File: config.mk
export PLATFORM = sky130hd
export DESIGN_NAME = odc_decoder
export DESIGN_NICKNAME = d
export VERILOG_FILES = /design/src/inc/odc_pkg.sv /design/src/hw/odc_decoder.sv
export SDC_FILE = /design/constraint.sdc
export NUM_CORES = 1
export LEC_CHECK = 0
export ABC_AREA = 1
export BUFFER_PORTS_ARGS = -buffer_cell sky130_fd_sc_hd__buf_2
export CORE_ASPECT_RATIO = 1.75
export CORE_UTILIZATION = 37
export DETAILED_ROUTE_END_ITERATION = 16
export GPL_ROUTABILITY_DRIVEN = 0
export PLACE_DENSITY = 0.63
export SLEW_MARGIN = 10
export SYNTH_ARGS = -nofsm -noshare
export SYNTH_HDL_FRONTEND = slang
export SYNTH_SLANG_ARGS = --single-unit
File: constraint.sdc
create_clock -name mclk_i -period 4.1 [get_ports mclk_i]
set_clock_uncertainty 0.2 [all_clocks]
set_input_delay 0.615 -clock mclk_i [delete_from_list [all_inputs] [get_ports mclk_i]]
set_output_delay 0.615 -clock mclk_i [all_outputs]
set_load 0.01 [all_outputs]
File: src/inc/odc_pkg.sv
/*
 Package for the opcode decoder subset: opcode patterns, operation codes,
 cycle counts, register offsets and field positions.
 Assumes one 25 MHz clock domain.
*/
package odc_pkg;
  // Operation codes presented to the execution units
  typedef enum logic [4:0] {
    ODC_OP_NONE      = 5'h00,
    ODC_OP_SUB_SHF   = 5'h01,
    ODC_OP_SUB_16    = 5'h02,
    ODC_OP_SUB_SK    = 5'h03,
    ODC_OP_SUB_LK    = 5'h04,
    ODC_OP_SUB_BRW   = 5'h05,
    ODC_OP_XOR_LK16  = 5'h06,
    ODC_OP_XOR_LKS   = 5'h07,
    ODC_OP_RND_LOAD  = 5'h08,
    ODC_OP_LOAD_IDX  = 5'h09,
    ODC_OP_IDX_CMP   = 5'h0a,
    ODC_OP_LDP_DMA   = 5'h0b,
    ODC_OP_LDP_IMM   = 5'h0c,
    ODC_OP_MASK_AND  = 5'h0d,
    ODC_OP_MASK_ANDK = 5'h0e,
    ODC_OP_MASK_CMP  = 5'h0f,
    ODC_OP_FMA       = 5'h10,
    ODC_OP_MPY_K     = 5'h11,
    ODC_OP_MPY_U     = 5'h12,
    ODC_OP_SET_PM    = 5'h13,
    ODC_OP_JMP       = 5'h14,
    ODC_OP_JMP_D     = 5'h15,
    ODC_OP_JMP_C     = 5'h16,
    ODC_OP_JMP_CD    = 5'h17,
    ODC_OP_JMP_NZ    = 5'h18,
    ODC_OP_JMP_NZD   = 5'h19,
    ODC_OP_JMP_ACC   = 5'h1a,
    ODC_OP_JMP_ACCD  = 5'h1b
  } odc_op_t;

  typedef enum logic [1:0] {
    ODC_ST_IDLE = 2'b00,
    ODC_ST_WORD = 2'b01,
    ODC_ST_EXEC = 2'b10
  } odc_state_t;

  // Opcode patterns
  localparam logic [3:0] ODC_NIB_SUB_SHF  = 4'h3;
  localparam logic [2:0] ODC_TOP_MPY_K    = 3'h6;
  localparam logic [4:0] ODC_TOP_LOAD_IDX = 5'h00;
  localparam logic [6:0] ODC_TOP_LDP_IMM  = 7'h5e;
  localparam logic [7:0] ODC_HB_SUB_16    = 8'h65;
  localparam logic [7:0] ODC_HB_SUB_SK    = 8'hba;
  localparam logic [7:0] ODC_HB_SUB_BRW   = 8'h64;
  localparam logic [7:0] ODC_HB_RND       = 8'h68;
  localparam logic [7:0] ODC_HB_LDP_DMA   = 8'h0d;
  localparam logic [7:0] ODC_HB_MASK_AND  = 8'h5a;
  localparam logic [7:0] ODC_HB_MASK_ANDK = 8'h5e;
  localparam logic [7:0] ODC_HB_MASK_CMP  = 8'h5b;
  localparam logic [7:0] ODC_HB_FMA       = 8'ha2;
  localparam logic [7:0] ODC_HB_MPY_U     = 8'h55;
  localparam logic [7:0] ODC_HB_JMP       = 8'h79;
  localparam logic [7:0] ODC_HB_JMP_D     = 8'h7d;
  localparam logic [7:0] ODC_HB_JMP_NZ    = 8'h7b;
  localparam logic [7:0] ODC_HB_JMP_NZD   = 8'h7f;
  localparam logic [7:0] ODC_HB_EXT_E     = 8'hbe;
  localparam logic [7:0] ODC_HB_EXT_F     = 8'hbf;
  localparam logic [5:0] ODC_TOP_JMP_C    = 6'h38;
  localparam logic [5:0] ODC_TOP_JMP_CD   = 6'h3c;
  localparam logic [7:0] ODC_LB_XOR_LK16  = 8'h83;
  localparam logic [7:0] ODC_LB_JMP_ACC   = 8'h20;
  localparam logic [7:0] ODC_LB_JMP_ACCD  = 8'h21;
  localparam logic [3:0] ODC_LN_SUB_LK    = 4'ha;
  localparam logic [3:0] ODC_LN_XOR_LKS   = 4'hd;
  localparam logic [5:0] ODC_LB6_IDX_CMP  = 6'h11;
  localparam logic [5:0] ODC_LB6_SET_PM   = 6'h00;

  // Cycle counts
  localparam logic [2:0] ODC_CYC_1 = 3'd1;
  localparam logic [2:0] ODC_CYC_2 = 3'd2;
  localparam logic [2:0] ODC_CYC_3 = 3'd3;
  localparam logic [2:0] ODC_CYC_4 = 3'd4;

  // Peripheral register window in data memory
  localparam logic [6:0] ODC_PERIPH_LO = 7'h20;
  localparam logic [6:0] ODC_PERIPH_HI = 7'h4f;

  // Register offsets (byte addresses)
  localparam logic [3:0] ODC_ADR_CTRL   = 4'h0;
  localparam logic [3:0] ODC_ADR_STATUS = 4'h4;
  localparam logic [3:0] ODC_ADR_PMODE  = 4'h8;
  localparam logic [3:0] ODC_ADR_COUNT  = 4'hc;
  localparam int         ODC_CTRL_EN    = 0;
  localparam int         ODC_CTRL_CNZ   = 1;
  localparam int         ODC_CTRL_CFLG  = 4;
  localparam logic [31:0] ODC_RST_CTRL  = 32'h0000_0001;
endpackage

File: src/hw/odc_decoder.sv
/*
 Opcode decoder subset: takes words from the fetch path, classifies them,
 gathers the second word of two-word forms and reports operation, operand
 fields, words and cycle count to the execution units.
 Assumes the fetch path holds a word until taken and that condition and index
 status come from the execution units as levels.
*/
// Functional notes
// RULE1: Nibble 0011 subtracts shifted memory, one cycle
// RULE2: 0110 0101 subtracts memory shifted sixteen
// RULE3: 1011 1010 subtracts short constant, one cycle
// RULE4: BFA plus shift: two-word long subtract
// RULE5: 0110 0100 subtracts memory and inverted carry
// RULE6: Two-word XOR: fixed sixteen or variable shift
// RULE7: 0110 1000 zeroes low, rounds into high
// RULE8: 00000 plus select loads index, two cycles
// RULE9: BF4 01 compares index with compare value
// RULE10: Page pointer loads take two cycles
// RULE11: Mask AND stores back, one or two
// RULE12: Mask compare leaves memory untouched
// RULE13: Fused multiply add: two words, three cycles
// RULE14: Top 110 multiplies by signed thirteen-bit constant
// RULE15: Unsigned product of memory and multiplicand
// RULE16: BF0 00 sets product shift mode
// RULE17: Jump four cycles, delayed two
// RULE18: Conditional jump four taken, two otherwise
// RULE19: Index-nonzero jump four taken, two otherwise
// RULE20: Jump to sum low: four, delayed two
// RULE21: Peripheral register access adds one cycle
// RULE22: Bit seven selects indirect; low seven offset
// RULE23: Fetch second word, advance past both
module odc_decoder
  import odc_pkg::*;
#(
  parameter int PC_W = 16
) (
  input  wire logic            mclk_i,
  input  wire logic            reset_n_i,
  input  wire logic            clk_en_i,
  input  wire logic [31:0]     wb_adr_i,
  input  wire logic [31:0]     wb_dat_i,
  input  wire logic [3:0]      wb_sel_i,
  input  wire logic            wb_we_i,
  input  wire logic            wb_cyc_i,
  input  wire logic            wb_stb_i,
  output logic      [31:0]     wb_dat_o,
  output logic                 wb_ack_o,
  input  wire logic [15:0]     fetch_word_i,
  input  wire logic            fetch_valid_i,
  output logic                 fetch_ready_o,
  output logic      [PC_W-1:0] fetch_pc_o,
  input  wire logic            cond_true_i,
  input  wire logic            index_nonzero_i,
  input  wire logic            exec_ready_i,
  output logic                 exec_valid_o,
  output odc_op_t              exec_op_o,
  output logic      [15:0]     exec_word_o,
  output logic      [15:0]     exec_const_o,
  output logic      [3:0]      exec_shift_o,
  output logic      [2:0]      exec_index_sel_o,
  output logic                 exec_indirect_o,
  output logic      [6:0]      exec_addr_o,
  output logic      [1:0]      exec_words_o,
  output logic      [2:0]      exec_cycles_o,
  output logic                 exec_jump_o,
  output logic      [1:0]      product_shift_mode_o
);

  odc_state_t      state;
  odc_op_t         dec_op;
  logic            dec_two;
  logic [2:0]      dec_cyc;
  logic            dec_mem;
  logic [15:0]     first_word;
  logic [31:0]     ctrl;
  logic [15:0]     count;
  logic [1:0]      product_shift_mode;

  // Memory-reference forms carry an operand address field
  function automatic logic uses_mem(input odc_op_t op);
    uses_mem = (op == ODC_OP_SUB_SHF) || (op == ODC_OP_SUB_16) || (op == ODC_OP_SUB_BRW) ||
               (op == ODC_OP_RND_LOAD) || (op == ODC_OP_LOAD_IDX) || (op == ODC_OP_LDP_DMA) ||
               (op == ODC_OP_MASK_AND) || (op == ODC_OP_MASK_ANDK) || (op == ODC_OP_MASK_CMP) ||
               (op == ODC_OP_FMA) || (op == ODC_OP_MPY_U);
  endfunction

  // Decode the word waiting on the fetch path
  always_comb begin
    logic [15:0] w;
    w       = fetch_word_i;
    dec_op  = ODC_OP_NONE;
    dec_two = 1'b0;
    dec_cyc = ODC_CYC_1;
    if (w[15:12] == ODC_NIB_SUB_SHF) begin
      dec_op = ODC_OP_SUB_SHF; // RULE1
    end else if (w[15:13] == ODC_TOP_MPY_K) begin
      dec_op = ODC_OP_MPY_K; // RULE14
    end else if (w[15:11] == ODC_TOP_LOAD_IDX) begin
      dec_op  = ODC_OP_LOAD_IDX; // RULE8
      dec_cyc = ODC_CYC_2;
    end else if (w[15:9] == ODC_TOP_LDP_IMM) begin
      dec_op  = ODC_OP_LDP_IMM; // RULE10
      dec_cyc = ODC_CYC_2;
    end else if (w[15:10] == ODC_TOP_JMP_C) begin
      dec_op  = ODC_OP_JMP_C; // RULE18
      dec_two = 1'b1;
      dec_cyc = cond_true_i ? ODC_CYC_4 : ODC_CYC_2;
    end else if (w[15:10] == ODC_TOP_JMP_CD) begin
      dec_op  = ODC_OP_JMP_CD; // RULE18
      dec_two = 1'b1;
      dec_cyc = ODC_CYC_2;
    end else if (w[15:8] == ODC_HB_SUB_16) begin
      dec_op = ODC_OP_SUB_16; // RULE2
    end else if (w[15:8] == ODC_HB_SUB_SK) begin
      dec_op = ODC_OP_SUB_SK; // RULE3
    end else if (w[15:8] == ODC_HB_SUB_BRW) begin
      dec_op = ODC_OP_SUB_BRW; // RULE5
    end else if (w[15:8] == ODC_HB_RND) begin
      dec_op = ODC_OP_RND_LOAD; // RULE7
    end else if (w[15:8] == ODC_HB_LDP_DMA) begin
      dec_op  = ODC_OP_LDP_DMA; // RULE10
      dec_cyc = ODC_CYC_2;
    end else if (w[15:8] == ODC_HB_MASK_AND) begin
      dec_op = ODC_OP_MASK_AND; // RULE11
    end else if (w[15:8] == ODC_HB_MASK_ANDK) begin
      dec_op  = ODC_OP_MASK_ANDK; // RULE11
      dec_two = 1'b1;
      dec_cyc = ODC_CYC_2;
    end else if (w[15:8] == ODC_HB_MASK_CMP) begin
      dec_op = ODC_OP_MASK_CMP; // RULE12
    end else if (w[15:8] == ODC_HB_FMA) begin
      dec_op  = ODC_OP_FMA; // RULE13
      dec_two = 1'b1;
      dec_cyc = ODC_CYC_3;
    end else if (w[15:8] == ODC_HB_MPY_U) begin
      dec_op = ODC_OP_MPY_U; // RULE15
    end else if (w[15:8] == ODC_HB_JMP) begin
      dec_op  = ODC_OP_JMP; // RULE17
      dec_two = 1'b1;
      dec_cyc = ODC_CYC_4;
    end else if (w[15:8] == ODC_HB_JMP_D) begin
      dec_op  = ODC_OP_JMP_D; // RULE17
      dec_two = 1'b1;
      dec_cyc = ODC_CYC_2;
    end else if (w[15:8] == ODC_HB_JMP_NZ) begin
      dec_op  = ODC_OP_JMP_NZ; // RULE19
      dec_two = 1'b1;
      dec_cyc = index_nonzero_i ? ODC_CYC_4 : ODC_CYC_2;
    end else if (w[15:8] == ODC_HB_JMP_NZD) begin
      dec_op  = ODC_OP_JMP_NZD; // RULE19
      dec_two = 1'b1;
      dec_cyc = ODC_CYC_2;
    end else if (w[15:8] == ODC_HB_EXT_E) begin
      if (w[7:0] == ODC_LB_XOR_LK16) begin
        dec_op  = ODC_OP_XOR_LK16; // RULE6
        dec_two = 1'b1;
        dec_cyc = ODC_CYC_2;
      end else if (w[7:0] == ODC_LB_JMP_ACC) begin
        dec_op  = ODC_OP_JMP_ACC; // RULE20
        dec_cyc = ODC_CYC_4;
      end else if (w[7:0] == ODC_LB_JMP_ACCD) begin
        dec_op  = ODC_OP_JMP_ACCD; // RULE20
        dec_cyc = ODC_CYC_2;
      end
    end else if (w[15:8] == ODC_HB_EXT_F) begin
      if (w[7:4] == ODC_LN_SUB_LK) begin
        dec_op  = ODC_OP_SUB_LK; // RULE4
        dec_two = 1'b1;
        dec_cyc = ODC_CYC_2;
      end else if (w[7:4] == ODC_LN_XOR_LKS) begin
        dec_op  = ODC_OP_XOR_LKS; // RULE6
        dec_two = 1'b1;
        dec_cyc = ODC_CYC_2;
      end else if (w[7:2] == ODC_LB6_IDX_CMP) begin
        dec_op = ODC_OP_IDX_CMP; // RULE9
      end else if (w[7:2] == ODC_LB6_SET_PM) begin
        dec_op = ODC_OP_SET_PM; // RULE16
      end
    end
    // Direct addressing into the peripheral window costs one extra cycle
    dec_mem = uses_mem(dec_op) && !w[7] && (w[6:0] >= ODC_PERIPH_LO) && (w[6:0] <= ODC_PERIPH_HI);
    if (dec_mem) begin
      dec_cyc = dec_cyc + ODC_CYC_1; // RULE21
    end
  end

  // Fetch is held off while frozen or while a result waits, so a word is never dropped
  assign fetch_ready_o = clk_en_i && ctrl[ODC_CTRL_EN] && (state != ODC_ST_EXEC);

  always_ff @(posedge mclk_i or negedge reset_n_i) begin
    if (!reset_n_i) begin
      state            <= ODC_ST_IDLE;
      first_word       <= 16'h0000;
      fetch_pc_o       <= '0;
      exec_op_o        <= ODC_OP_NONE;
      exec_word_o      <= 16'h0000;
      exec_const_o     <= 16'h0000;
      exec_shift_o     <= 4'h0;
      exec_index_sel_o <= 3'h0;
      exec_indirect_o  <= 1'b0;
      exec_addr_o      <= 7'h00;
      exec_words_o     <= 2'd0;
      exec_cycles_o    <= 3'd0;
      exec_jump_o      <= 1'b0;
    end else if (clk_en_i) begin
      case (state)
        ODC_ST_IDLE: begin
          if (fetch_valid_i && fetch_ready_o) begin
            fetch_pc_o       <= fetch_pc_o + 1'b1; // RULE23
            first_word       <= fetch_word_i;
            exec_op_o        <= dec_op;
            exec_word_o      <= fetch_word_i;
            exec_const_o     <= {{8{1'b0}}, fetch_word_i[7:0]};
            exec_shift_o     <= (dec_op == ODC_OP_SUB_SHF) ? fetch_word_i[11:8] : fetch_word_i[3:0];
            exec_index_sel_o <= fetch_word_i[10:8];
            exec_indirect_o  <= fetch_word_i[7]; // RULE22
            exec_addr_o      <= fetch_word_i[6:0]; // RULE22
            exec_words_o     <= dec_two ? 2'd2 : 2'd1;
            exec_cycles_o    <= dec_cyc;
            exec_jump_o      <= (dec_op == ODC_OP_JMP) || (dec_op == ODC_OP_JMP_D) ||
                                (dec_op == ODC_OP_JMP_ACC) || (dec_op == ODC_OP_JMP_ACCD) ||
                                (dec_op == ODC_OP_JMP_CD) || (dec_op == ODC_OP_JMP_NZD) ||
                                ((dec_op == ODC_OP_JMP_C) && cond_true_i) ||
                                ((dec_op == ODC_OP_JMP_NZ) && index_nonzero_i);
            if (dec_op == ODC_OP_MPY_K) begin
              exec_const_o <= {{3{fetch_word_i[12]}}, fetch_word_i[12:0]}; // RULE14
            end else if (dec_op == ODC_OP_LDP_IMM) begin
              exec_const_o <= {7'h00, fetch_word_i[8:0]}; // RULE10
            end
            state <= dec_two ? ODC_ST_WORD : ODC_ST_EXEC;
          end
        end
        ODC_ST_WORD: begin
          if (fetch_valid_i && fetch_ready_o) begin
            fetch_pc_o   <= fetch_pc_o + 1'b1; // RULE23
            exec_const_o <= fetch_word_i; // RULE23
            state        <= ODC_ST_EXEC;
          end
        end
        ODC_ST_EXEC: begin
          if (exec_ready_i) begin
            state <= ODC_ST_IDLE;
          end
        end
        default: state <= ODC_ST_IDLE;
      endcase
    end
  end

  assign exec_valid_o = (state == ODC_ST_EXEC);

  // Product shift mode steers every product-to-sum move
  always_ff @(posedge mclk_i or negedge reset_n_i) begin
    if (!reset_n_i) begin
      product_shift_mode <= 2'b00;
    end else if (clk_en_i && exec_valid_o && exec_ready_i && (exec_op_o == ODC_OP_SET_PM)) begin
      product_shift_mode <= exec_word_o[1:0]; // RULE16
    end
  end
  assign product_shift_mode_o = product_shift_mode;

  // Instruction counter; a software clear loses to a retiring instruction
  always_ff @(posedge mclk_i or negedge reset_n_i) begin
    if (!reset_n_i) begin
      count <= 16'h0000;
    end else if (clk_en_i) begin
      if (exec_valid_o && exec_ready_i) begin
        count <= count + 1'b1;
      end else if (wb_cyc_i && wb_stb_i && wb_we_i && wb_ack_o && (wb_adr_i[3:0] == ODC_ADR_COUNT)) begin
        count <= 16'h0000;
      end
    end
  end

  // Wishbone slave: one wait state, ack drops after one cycle
  always_ff @(posedge mclk_i or negedge reset_n_i) begin
    if (!reset_n_i) begin
      ctrl     <= ODC_RST_CTRL;
      wb_ack_o <= 1'b0;
      wb_dat_o <= 32'h0000_0000;
    end else if (clk_en_i) begin
      wb_ack_o <= wb_cyc_i && wb_stb_i && !wb_ack_o;
      // Writes land on the edge at which the master samples ack
      if (wb_cyc_i && wb_stb_i && wb_ack_o && wb_we_i && (wb_adr_i[3:0] == ODC_ADR_CTRL) && wb_sel_i[0]) begin
        ctrl <= {31'h0, wb_dat_i[ODC_CTRL_EN]};
      end
      if (wb_cyc_i && wb_stb_i && !wb_ack_o) begin
        if (wb_adr_i[3:0] == ODC_ADR_CTRL) begin
          wb_dat_o <= ctrl;
        end else if (wb_adr_i[3:0] == ODC_ADR_STATUS) begin
          wb_dat_o <= {19'h0, exec_op_o, exec_cycles_o, exec_words_o, state, exec_valid_o};
        end else if (wb_adr_i[3:0] == ODC_ADR_PMODE) begin
          wb_dat_o <= {30'h0, product_shift_mode};
        end else if (wb_adr_i[3:0] == ODC_ADR_COUNT) begin
          wb_dat_o <= {16'h0, count};
        end else begin
          wb_dat_o <= 32'h0000_0000;
        end
      end
    end
  end

endmodule

==> flow_summary_export.csv, run 1 <==
group,metric,value,unit
critical_path,crit_slowest_cell,"ha_1",
clocking,holdBufCountCts,0,
power_and_ir_drop,p_sw_share,37.3,%
clocking,cts_tree,"done",
critical_path,worstPathRequired,4.14,ns
synthesis,ys_ff_latch,101,
cells_and_area,layout_common_cells,"nand2_1 (194), buf_2 (125), dfrtp_1 (100)",
synthesis,syn_area,0.00546,sq mm
synthesis,synth_largest_area_cell,"dfrtp_1",
floorplanning,placementRows,58,
synthesis,synth_seq_area_share,46.3,%
global_route,grt_usage,20.7,%
synthesis,synth_area_per_cell,7.68,sq um
cells_and_area,fillCellCount,1538,
power_and_ir_drop,p_switching,1.22,mW
power_and_ir_drop,power_frac_seq,44.8,%
synthesis,synth_xor_area_share,2.40,%
synthesis,synthSimpleGateAreaFrac,29.5,%
floorplanning,dieArea,0.0153,sq mm
cells_and_area,final_common_cell,"nand2_1",
timing,setup_tns,0,ns
synthesis,synth_edf_count,0,
clocking,clockRootBuffer,"clkbuf_16",
synthesis,synth_compound_area_share,10.1,%
critical_path,crit_type,"in -> reg",
cells_and_area,postLayoutCellArea,0.00645,sq mm
clocking,cts_buffers,9,
floorplanning,fp.dieW,93.9,microns
timing,period_share,66.2,%
timing,tightest_slew,0.879,ns
floorplanning,pin_count,205,
clocking,cts_buffer_depth,2,
timing,fin_crit,2.72,ns
route,drt_iter0_drc,301,
timing,max_freq,0.368,GHz
place,io_buffers,126,
critical_path,cpPeakStageDelay,0.28,ns
global_route,grt.overflow.total,0,
cells_and_area,fin_nets,928,
synthesis,yosysTopAreaCellShare,45.8,%
place,dpl_cell_area,0.00618,sq mm
power_and_ir_drop,p_int,2.04,mW
critical_path,worst_setup_path_end_kind,"register",
global_route,grt_max_degree,69,
global_route,antenna_found_initial,0,
run,drv_cap,0,
place,hpwl,12.0,mm
worst_hold_path,hold_class,"in -> async",
critical_path,path_cells,"buf_2 -> inv_1 -> nor2_1 -> nand2_1 -> nor2_2 -> nand2_1 -> o21ai_0 -> nand4_1 -> nor2_1 -> nand3_1 -> nor2_1 -> inv_1 -> ha_1 -> inv_1 -> nand3_1 -> nand3_1 -> nand2_1",
floorplanning,fp.dieH,163,microns
power_and_ir_drop,irDropWorstVdd,0.000235,V
power_and_ir_drop,power.share.combinational,30.0,%
route,drt_first_pass_iters,5,
clocking,cts_setup_buffers,0,
critical_path,arrival,2.76,ns
timing,rsz0062_at_grt,"false",
status,outcome,"completed",
power_and_ir_drop,cellPowerDensity,505,mW/mm^2
route,wl_per_cell,15.0,microns
synthesis,postSynth.asyncResetShare,100,%
timing,hold_viol,0,
timing,maxSlewHeadroom,41.4,%
critical_path,rrSetupSlack,1.64,ns
route,vias,5022,
power_and_ir_drop,power,3.26,mW
clocking,htreeDepth,3,
synthesis,synth_top_family_by_area,"simple AND/OR/NAND/NOR gates",
clocking,cts-resized-gates,0,
synthesis,synth.area.mux_share,0.595,%
synthesis,synth_area_leaders,"dfrtp_1 (46%), nand2_1 (13%), o21ai_0 (6.6%)",
synthesis,synth-adder-area-share,0.687,%
global_route,grt_pass1_wl,24.5,mm
power_and_ir_drop,p_leak,3.53,nW
synthesis,yosys_warnings,0,
clocking,clk_latency,0.35,ns
synthesis,synth_cells,711,
synthesis,ys.flop_type,"dfrtp_1",
route,routed_wl,15.2,mm
clocking,clkTransAtPathRegs,0.07,ns
cells_and_area,multiInputGateArea,0.00243,sq mm
clocking,cts_num_sinks,101,
cells_and_area,seqCellArea,0.00253,sq mm
power_and_ir_drop,clkPwrFrac,25.2,%
global_route,grt_pass1_vias,5028,
synthesis,ys_types,37,
floorplanning,coreArea,0.0144,sq mm
route,drtAntennaViolNets,0,
timing,setup_viol,0,
cells_and_area,syn_to_final_growth,18.1,%
critical_path,cp-start-kind,"input pin",
cells_and_area,layout-drive-gt1-share,20.2,%
route,drc,0,
timing,slew_viol_final,0,
critical_path,path_max_fanout,7,
floorplanning,initial_core_util,38.0,%
timing,finalHoldWorstSlack,0.193,ns
cells_and_area,n_antenna_cell,0,
route,via_per_inst,4.94,
[cells in the mapped netlist, drive strengths merged, types with 3 or more instances]
library cell and count:
clkbuf 10, o21ai 72, ha 3, nand2 198
nand3 47, a21oi 15, xor2 9, o31ai 3
o22ai 5, nor3 15, nand4 22, nor2 76
inv 84, buf 27, dfrtp 100, nor4 3
xnor2 6
[routing by layer]
metal	global-route usage [%]	part of all wire, %	vias up
met3	2.61	4.0	31
met4	7.76	2.9	0
met5	0	0	-
met1	21.9	37	2343
met2	40.2	56	137
li1	-	-	2511
[state kept, by name, summed over array words and instances, names as in the netlist, 2 cells and up]
register              cells
product_shift_mode_o      2
fetch_pc_o               16
exec_shift_o              4
state                     2
exec_word_o              16
wb_dat_o                 16
exec_const_o             16
exec_cycles_o             3
exec_words_o              2
exec_op_o                 5
count                    16
[worst max-delay path: cells and delay by family]
kind | cells | cell delay (ns)
AND/OR/NAND/NOR | 11 | 1.29
buffers and inverters | 4 | 0.37
adder cells (fa/ha/maj) | 1 | 0.28
AO/OA/AOI/OAI | 1 | 0.19
[power groups by stage]
stage	combinational, mW	sequential (mW)	clock (mW)
after global placement	0.976	1.47	0
after floorplan	0.524	1.55	0
final	0.978	1.46	0.823
after detailed placement	0.989	1.48	0
after global routing	1.10	1.50	0.872
after CTS	0.992	1.46	0.836
[area by class of cell]
cell class | count | area share, %
clock buffer | 10 | 3.55
clock inverter | 6 | 0.737
inverter | 86 | 5.00
multi-input combinational | 502 | 37.6
sequential | 101 | 39.2
tap | 180 | 3.49
timing repair buffer | 131 | 10.4
[path summary, 6_finish.rpt]
path / startpoint / endpoint / depth (start not counted)
max: fetch_word_i[9] / exec_cycles_o[1] / 17
min: reset_n_i / exec_word_o[13] / 1
max reg2reg: state[1] / product_shift_mode_o[0] / 7
min reg2reg: fetch_pc_o[15] / fetch_pc_o[15] / 1
max in group asynchronous: reset_n_i / ctrl[0] / 2
min in group mclk_i: fetch_pc_o[15] / fetch_pc_o[15] / 1
[cell families after synthesis]
group	count (synthesis)
AND/OR/NAND/NOR	362
buffers and inverters	123
AO/OA/AOI/OAI	103
flip-flops	101
XOR/XNOR	15
adder cells (fa/ha/maj)	3
multiplexers	3
other	1
[metrics by stage]
stage / setup WS (ns) / instances / util (%)
after floorplan: 1.59 / 726 / -
after global placement: 1.06 / 1000 / 43.0
after detailed placement: 1.02 / 1000 / 43.0
after CTS: 1.39 / 1016 / 44.9
after global routing: 1.17 / 1016 / 44.9
final: 1.38 / 1016 / 44.9
(Power assumes the default switching activity.)
==> run 2, diff against run 1 <==
- PLACE_DENSITY: 0.63 -> 0.65
- clock period: 4.1 -> 2.2 ns (I/O delays scaled with it)
==> run 2 against run 1 <==
Die area unchanged; wire length increased by 5.8%; combinational power increased by 110%; critical path depth decreased by 7; final cell count increased by 11%.
==> flow_summary_export.csv, run 2 (same netlist as run 1, synthesis figures left out) <==
group,metric,value,unit
route,drc,0,
clocking,cts_buffer_depth,2,
cells_and_area,layout_common_cells,"nand2_1 (194), buf_2 (125), buf_4 (116)",
global_route,grt_pass1_wl,25.7,mm
global_route,antenna_found_initial,0,
power_and_ir_drop,p_leak,4.12,nW
worst_hold_path,hp-start,"wb_dat_i[0]",
worst_hold_path,hold_class,"in -> reg",
route,vias,5453,
run,drv_cap,0,
critical_path,arrival,2.14,ns
clocking,clkTransAtPathRegs,0.07,ns
critical_path,r2r-start,"ctrl[0]",
cells_and_area,final_common_cell,"nand2_1",
place,hpwl,13.0,mm
floorplanning,initial_core_util,38.0,%
clocking,cts_num_sinks,101,
cells_and_area,fin_nets,1042,
timing,finalHoldWorstSlack,0.0186,ns
critical_path,crit_slowest_cell,"dfstp_2",
cells_and_area,layout-drive-gt1-share,30.8,%
power_and_ir_drop,irDropWorstVdd,0.000463,V
route,routed_wl,16.1,mm
power_and_ir_drop,cellPowerDensity,871,mW/mm^2
place,dpl_cell_area,0.00698,sq mm
critical_path,rrSetupSlack,0.10,ns
route,drt_iter0_drc,240,
global_route,grt_usage,21.9,%
floorplanning,pin_count,205,
cells_and_area,syn_to_final_growth,35.8,%
timing,fin_crit,2.10,ns
route,wl_per_cell,14.3,microns
floorplanning,placementRows,58,
critical_path,crit_type,"reg -> reg",
cells_and_area,fillCellCount,1418,
route,drt_first_pass_iters,4,
clocking,clk_latency,0.35,ns
cells_and_area,postLayoutCellArea,0.00742,sq mm
timing,worst_slack,0.101,ns
clocking,clockRootBuffer,"clkbuf_16",
critical_path,cp-start-kind,"register",
critical_path,worstPathRequired,2.24,ns
place,post-place-ws,-0.232,ns
global_route,grt_max_degree,38,
cells_and_area,n_antenna_cell,0,
critical_path,cpPeakStageDelay,0.54,ns
timing,hold_viol,0,
route,via_per_inst,4.83,
critical_path,r2r_end,"fetch_pc_o[14]",
critical_path,worst-r2r-cell-count,10,
floorplanning,dieArea,0.0153,sq mm
global_route,grt.overflow.total,0,
timing,slew_viol_final,0,
worst_hold_path,whs_path_depth,3,
timing,rsz0062_at_grt,"true",
global_route,grt_pass1_vias,5273,
place,io_buffers,126,
floorplanning,fp.dieH,163,microns
critical_path,path_cells,"inv_2 -> nor3_4 -> nand2_2 -> nor2_4 -> nand2_2 -> nor3_2 -> nand3_1 -> nor2_2 -> nand4_1 -> xor2_1",
clocking,cts_tree,"done",
route,drtAntennaViolNets,0,
critical_path,worst_setup_path_end_kind,"register",
timing,period_share,95.4,%
clocking,cts_buffers,9,
timing,setup_viol,0,
worst_hold_path,hold_end,"ctrl[0]",
critical_path,cp_common_cell,"nand2_2",
floorplanning,fp.dieW,93.9,microns
clocking,htreeDepth,3,
status,outcome,"completed",
floorplanning,coreArea,0.0144,sq mm
timing,max_freq,0.476,GHz
critical_path,path_max_fanout,6,
run 2: cell types whose count changed in the layout (fill, tap and decap cells not counted), moves of 2 or more:
cell	delta
buf_4	+110
nor2_1	-7
nor2_2	+7
buf_12	+3
clkinvlp_4	-2
run 2: stage by stage:
step / TNS, ns / instances / total power [mW] / utilization [%]
detailed placement: -0.545 / 1102 / 4.78 / 48.6
global route: -0.186 / 1130 / 6.87 / 51.6
CTS: 0 / 1122 / 6.49 / 51.1
global placement: -0.543 / 1102 / 4.73 / 48.6
finish: 0 / 1130 / 6.46 / 51.6
floorplan: 0 / 726 / 3.87 / -
run 2: cell type report:
type	instances	area, sq um	share of cell area, %
Tap cell	180	225	3.04
Clock inverter	7	91.3	1.23
Sequential cell	101	2530	34.1
Timing Repair Buffer	245	1570	21.1
Clock buffer	9	225	3.04
Inverter	86	323	4.35
Multi-Input combinational cell	502	2460	33.1
run 2: power by group:
group	total (mW)	internal [mW]	switching [mW]	leakage [nW]
logic	2.05	0.858	1.19	2.66
registers	2.74	2.34	0.397	1.31
clock network	1.67	0.910	0.762	0.151
total	6.46	4.11	2.35	4.12
run 2: layer usage:
metal  vias up  track usage, %  part of all wire (%)
met5         -               0                     0
met4         0            8.67                   3.5
met3        39            3.50                   3.3
met2       125            42.6                    57
met1      2551            22.4                    36
li1       2738               -                     -
run 2: worst max-delay path by stage:
stage / from / endpoint / slack (ns) / depth (start not counted)
finish: ctrl[0] / fetch_pc_o[14] / 0.10 / 10
global route: ctrl[0] / fetch_pc_o[15] / -0.06 / 9
CTS: ctrl[0] / fetch_pc_o[14] / 0.03 / 10
detailed placement: fetch_word_i[15] / exec_cycles_o[1] / -0.23 / 17
global placement: fetch_word_i[11] / exec_cycles_o[1] / -0.23 / 19
floorplan: fetch_word_i[9] / exec_cycles_o[1] / 0.009 / 16
run 2: worst max-delay path, delay by kind of cell (launching register included):
kind          cells  cell delay [ns]
xor+xnor          1             0.16
buf+inv           1             0.05
flops             1             0.54
simple gates      8             1.03
run 2: repair_timing:
item,CTS,global route
pin swaps,5,5
gates resized for setup,1,9
hold buffers,1,0
setup buffers,3,9
endpoints found under the setup margin,1,16
endpoints found under the hold margin,29,0
==> run 3, diff against run 2 <==
- CORE_ASPECT_RATIO: 1.75 -> 0.8
- CORE_UTILIZATION: 37 -> 40
- PLACE_DENSITY: 0.65 -> 0.7
==> run 3 against run 2 <==
First-iteration DRC count up 61%; die area fell by 7.5%; highest routed layer unchanged; combinational power hardly changed; critical path depth increased by 4; clock-buffer cell count up 3; flip-flop and latch count unchanged; register-to-register slack better by 0.03 ns; largest cell class unchanged; via count fell by 0.64%; final cell count down 1.6%.
==> flow_summary_export.csv, run 3 (same netlist as run 1, synthesis figures left out) <==
group,metric,value,unit
route,met3WireLength,1.13,mm
cells_and_area,postLayoutCellArea,0.00729,sq mm
route,via_per_inst,4.87,
timing,fin_crit,2.10,ns
route,vias,5418,
timing,setup_viol,0,
timing,maxSlewHeadroom,66.8,%
critical_path,worst_setup_path_end_kind,"register",
route,wl_per_cell,13.8,microns
clocking,cts_num_sinks,101,
worst_hold_path,hp-start,"wb_dat_i[0]",
timing,tightest_slew,0.493,ns
route,drc,0,
worst_hold_path,whs_path_depth,3,
place,dp.cells,1089,
worst_hold_path,hold_end,"ctrl[0]",
floorplanning,placementRows,37,
critical_path,r2r_end,"product_shift_mode_o[1]",
critical_path,r2r-start,"state[0]",
floorplanning,initial_core_util,41.7,%
timing,max_freq,0.476,GHz
cells_and_area,finalCoreUtilization,55.7,%
global_route,grt_pass1_vias,5086,
critical_path,worst-r2r-cell-count,7,
floorplanning,dieArea,0.0141,sq mm
timing,slew_viol_final,0,
timing,setup_tns,0,ns
cells_and_area,syn_to_final_growth,33.5,%
clocking,cts_tree,"done",
clocking,htreeDepth,3,
critical_path,path_max_fanout,7,
worst_hold_path,hold_class,"in -> reg",
global_route,grt_usage,22.8,%
route,wl_met1,7.24,mm
clocking,cts_buffers,9,
route,drt_first_pass_iters,6,
critical_path,worstPathRequired,2.23,ns
place,hpwl,12.0,mm
place,dpl_cell_area,0.00689,sq mm
cells_and_area,seqCellArea,0.00253,sq mm
route,drtAntennaViolNets,0,
timing,rsz0062_at_grt,"true",
route,top_layer_used,"met4",
power_and_ir_drop,p_leak,4.03,nW
floorplanning,fp.dieH,107,microns
status,outcome,"completed",
floorplanning,pin_count,205,
critical_path,crit_type,"in -> reg",
cells_and_area,multiInputGateArea,0.00250,sq mm
global_route,grt_pass1_wl,25.4,mm
clocking,clockRootBuffer,"clkbuf_16",
cells_and_area,layout-drive-gt1-share,31.1,%
cells_and_area,layout_common_cells,"nand2_1 (187), buf_2 (125), buf_4 (106)",
place,io_buffers,126,
power_and_ir_drop,power,6.25,mW
critical_path,cp-start-kind,"input pin",
timing,hold_viol,0,
route,wl_met2,6.67,mm
cells_and_area,layoutNonFillerInstCount,1112,
critical_path,arrival,2.13,ns
clocking,clkTransAtPathRegs,0.07,ns
route,routed_wl,15.3,mm
global_route,grt.overflow.total,0,
cells_and_area,fillCellCount,1240,
route,drt_iter0_drc,387,
clocking,clk_latency,0.34,ns
critical_path,rrSetupSlack,0.13,ns
global_route,grt_max_degree,51,
cells_and_area,n_antenna_cell,0,
clocking,cts_buffer_depth,2,
floorplanning,fp.dieW,133,microns
run,drv_cap,0,
global_route,antenna_found_initial,0,
cells_and_area,final_common_cell,"nand2_1",
floorplanning,coreArea,0.0131,sq mm
power_and_ir_drop,irDropWorstVdd,0.000688,V
power_and_ir_drop,cellPowerDensity,858,mW/mm^2
timing,period_share,95.6,%
cells_and_area,fin_nets,1030,
[run 3: cell types whose count changed in the layout (fill, tap and decap cells not counted), moves of 2 or more]
cell / previous run / this run
inv_2: 3 / 6
nor2_4: 3 / 5
buf_4: 116 / 106
inv_6: 2 / 0
nand2_2: 3 / 9
inv_1: 81 / 78
nand3_2: 2 / 4
nand2_1: 194 / 187
nand3_1: 45 / 43
buf_12: 3 / 1
clkbuf_1: 0 / 2
[run 3: timing repair]
| item | 4_1_cts | 5_1_grt |
|---|---|---|
| endpoints found under the hold margin | 48 | 0 |
| gates resized for setup | 0 | 26 |
| hold buffers | 1 | 0 |
| buffers inserted | 0 | 8 |
| setup endpoints to repair | 0 | 9 |
[run 3: how the worst max path moves through the flow]
stage	from	to	slack, ns
after global placement	fetch_word_i[15]	exec_cycles_o[1]	-0.24
final	fetch_word_i[15]	exec_cycles_o[1]	0.1
after CTS	ctrl[0]	fetch_pc_o[14]	0.08
after global routing	state[1]	fetch_pc_o[12]	-0.09
after floorplan	fetch_word_i[9]	exec_cycles_o[1]	0.009
after detailed placement	fetch_word_i[15]	exec_cycles_o[1]	-0.23
[run 3: where the power goes]
part / internal [mW] / switching [mW]
Clock: 0.796 / 0.692
Combinational: 0.847 / 1.18
Sequential: 2.34 / 0.396
Total: 3.99 / 2.27
[run 3: cell type report]
cell class	instances	area share, %
timing repair buffer	233	19.9
multi-input combinational	502	34.3
clock inverter	3	0.309
clock buffer	12	3.38
tap	175	3.00
sequential	101	34.7
inverter	86	4.43
[run 3: metal layers]
metal  vias to the layer above  track usage (%)
met5                         -                0
met4                         0             6.24
met3                        24             5.34
met2                       193             35.2
met1                      2484             32.0
li1                       2717                -
[run 3: stage by stage]
step | worst slack (ns) | hold slack [ns]
floorplan | 0.00912 | -0.166
global placement | -0.237 | 0.0320
detailed placement | -0.227 | 0.0308
CTS | 0.0790 | 0.0292
global route | -0.0945 | 0.0519
finish | 0.0970 | 0.0377
[run 3: worst max-delay path, cell delays in order]
cell and delay [ns]:
buf_2 0.10, inv_1 0.10, buf_4 0.13, nand2_1 0.07, nor2_2 0.33, nand3_1 0.19
and3_1 0.20, nand4_1 0.10, nor3_2 0.06, ha_1 0.26, inv_1 0.05, nand3_1 0.07
nand3_1 0.09, nand2_1 0.05
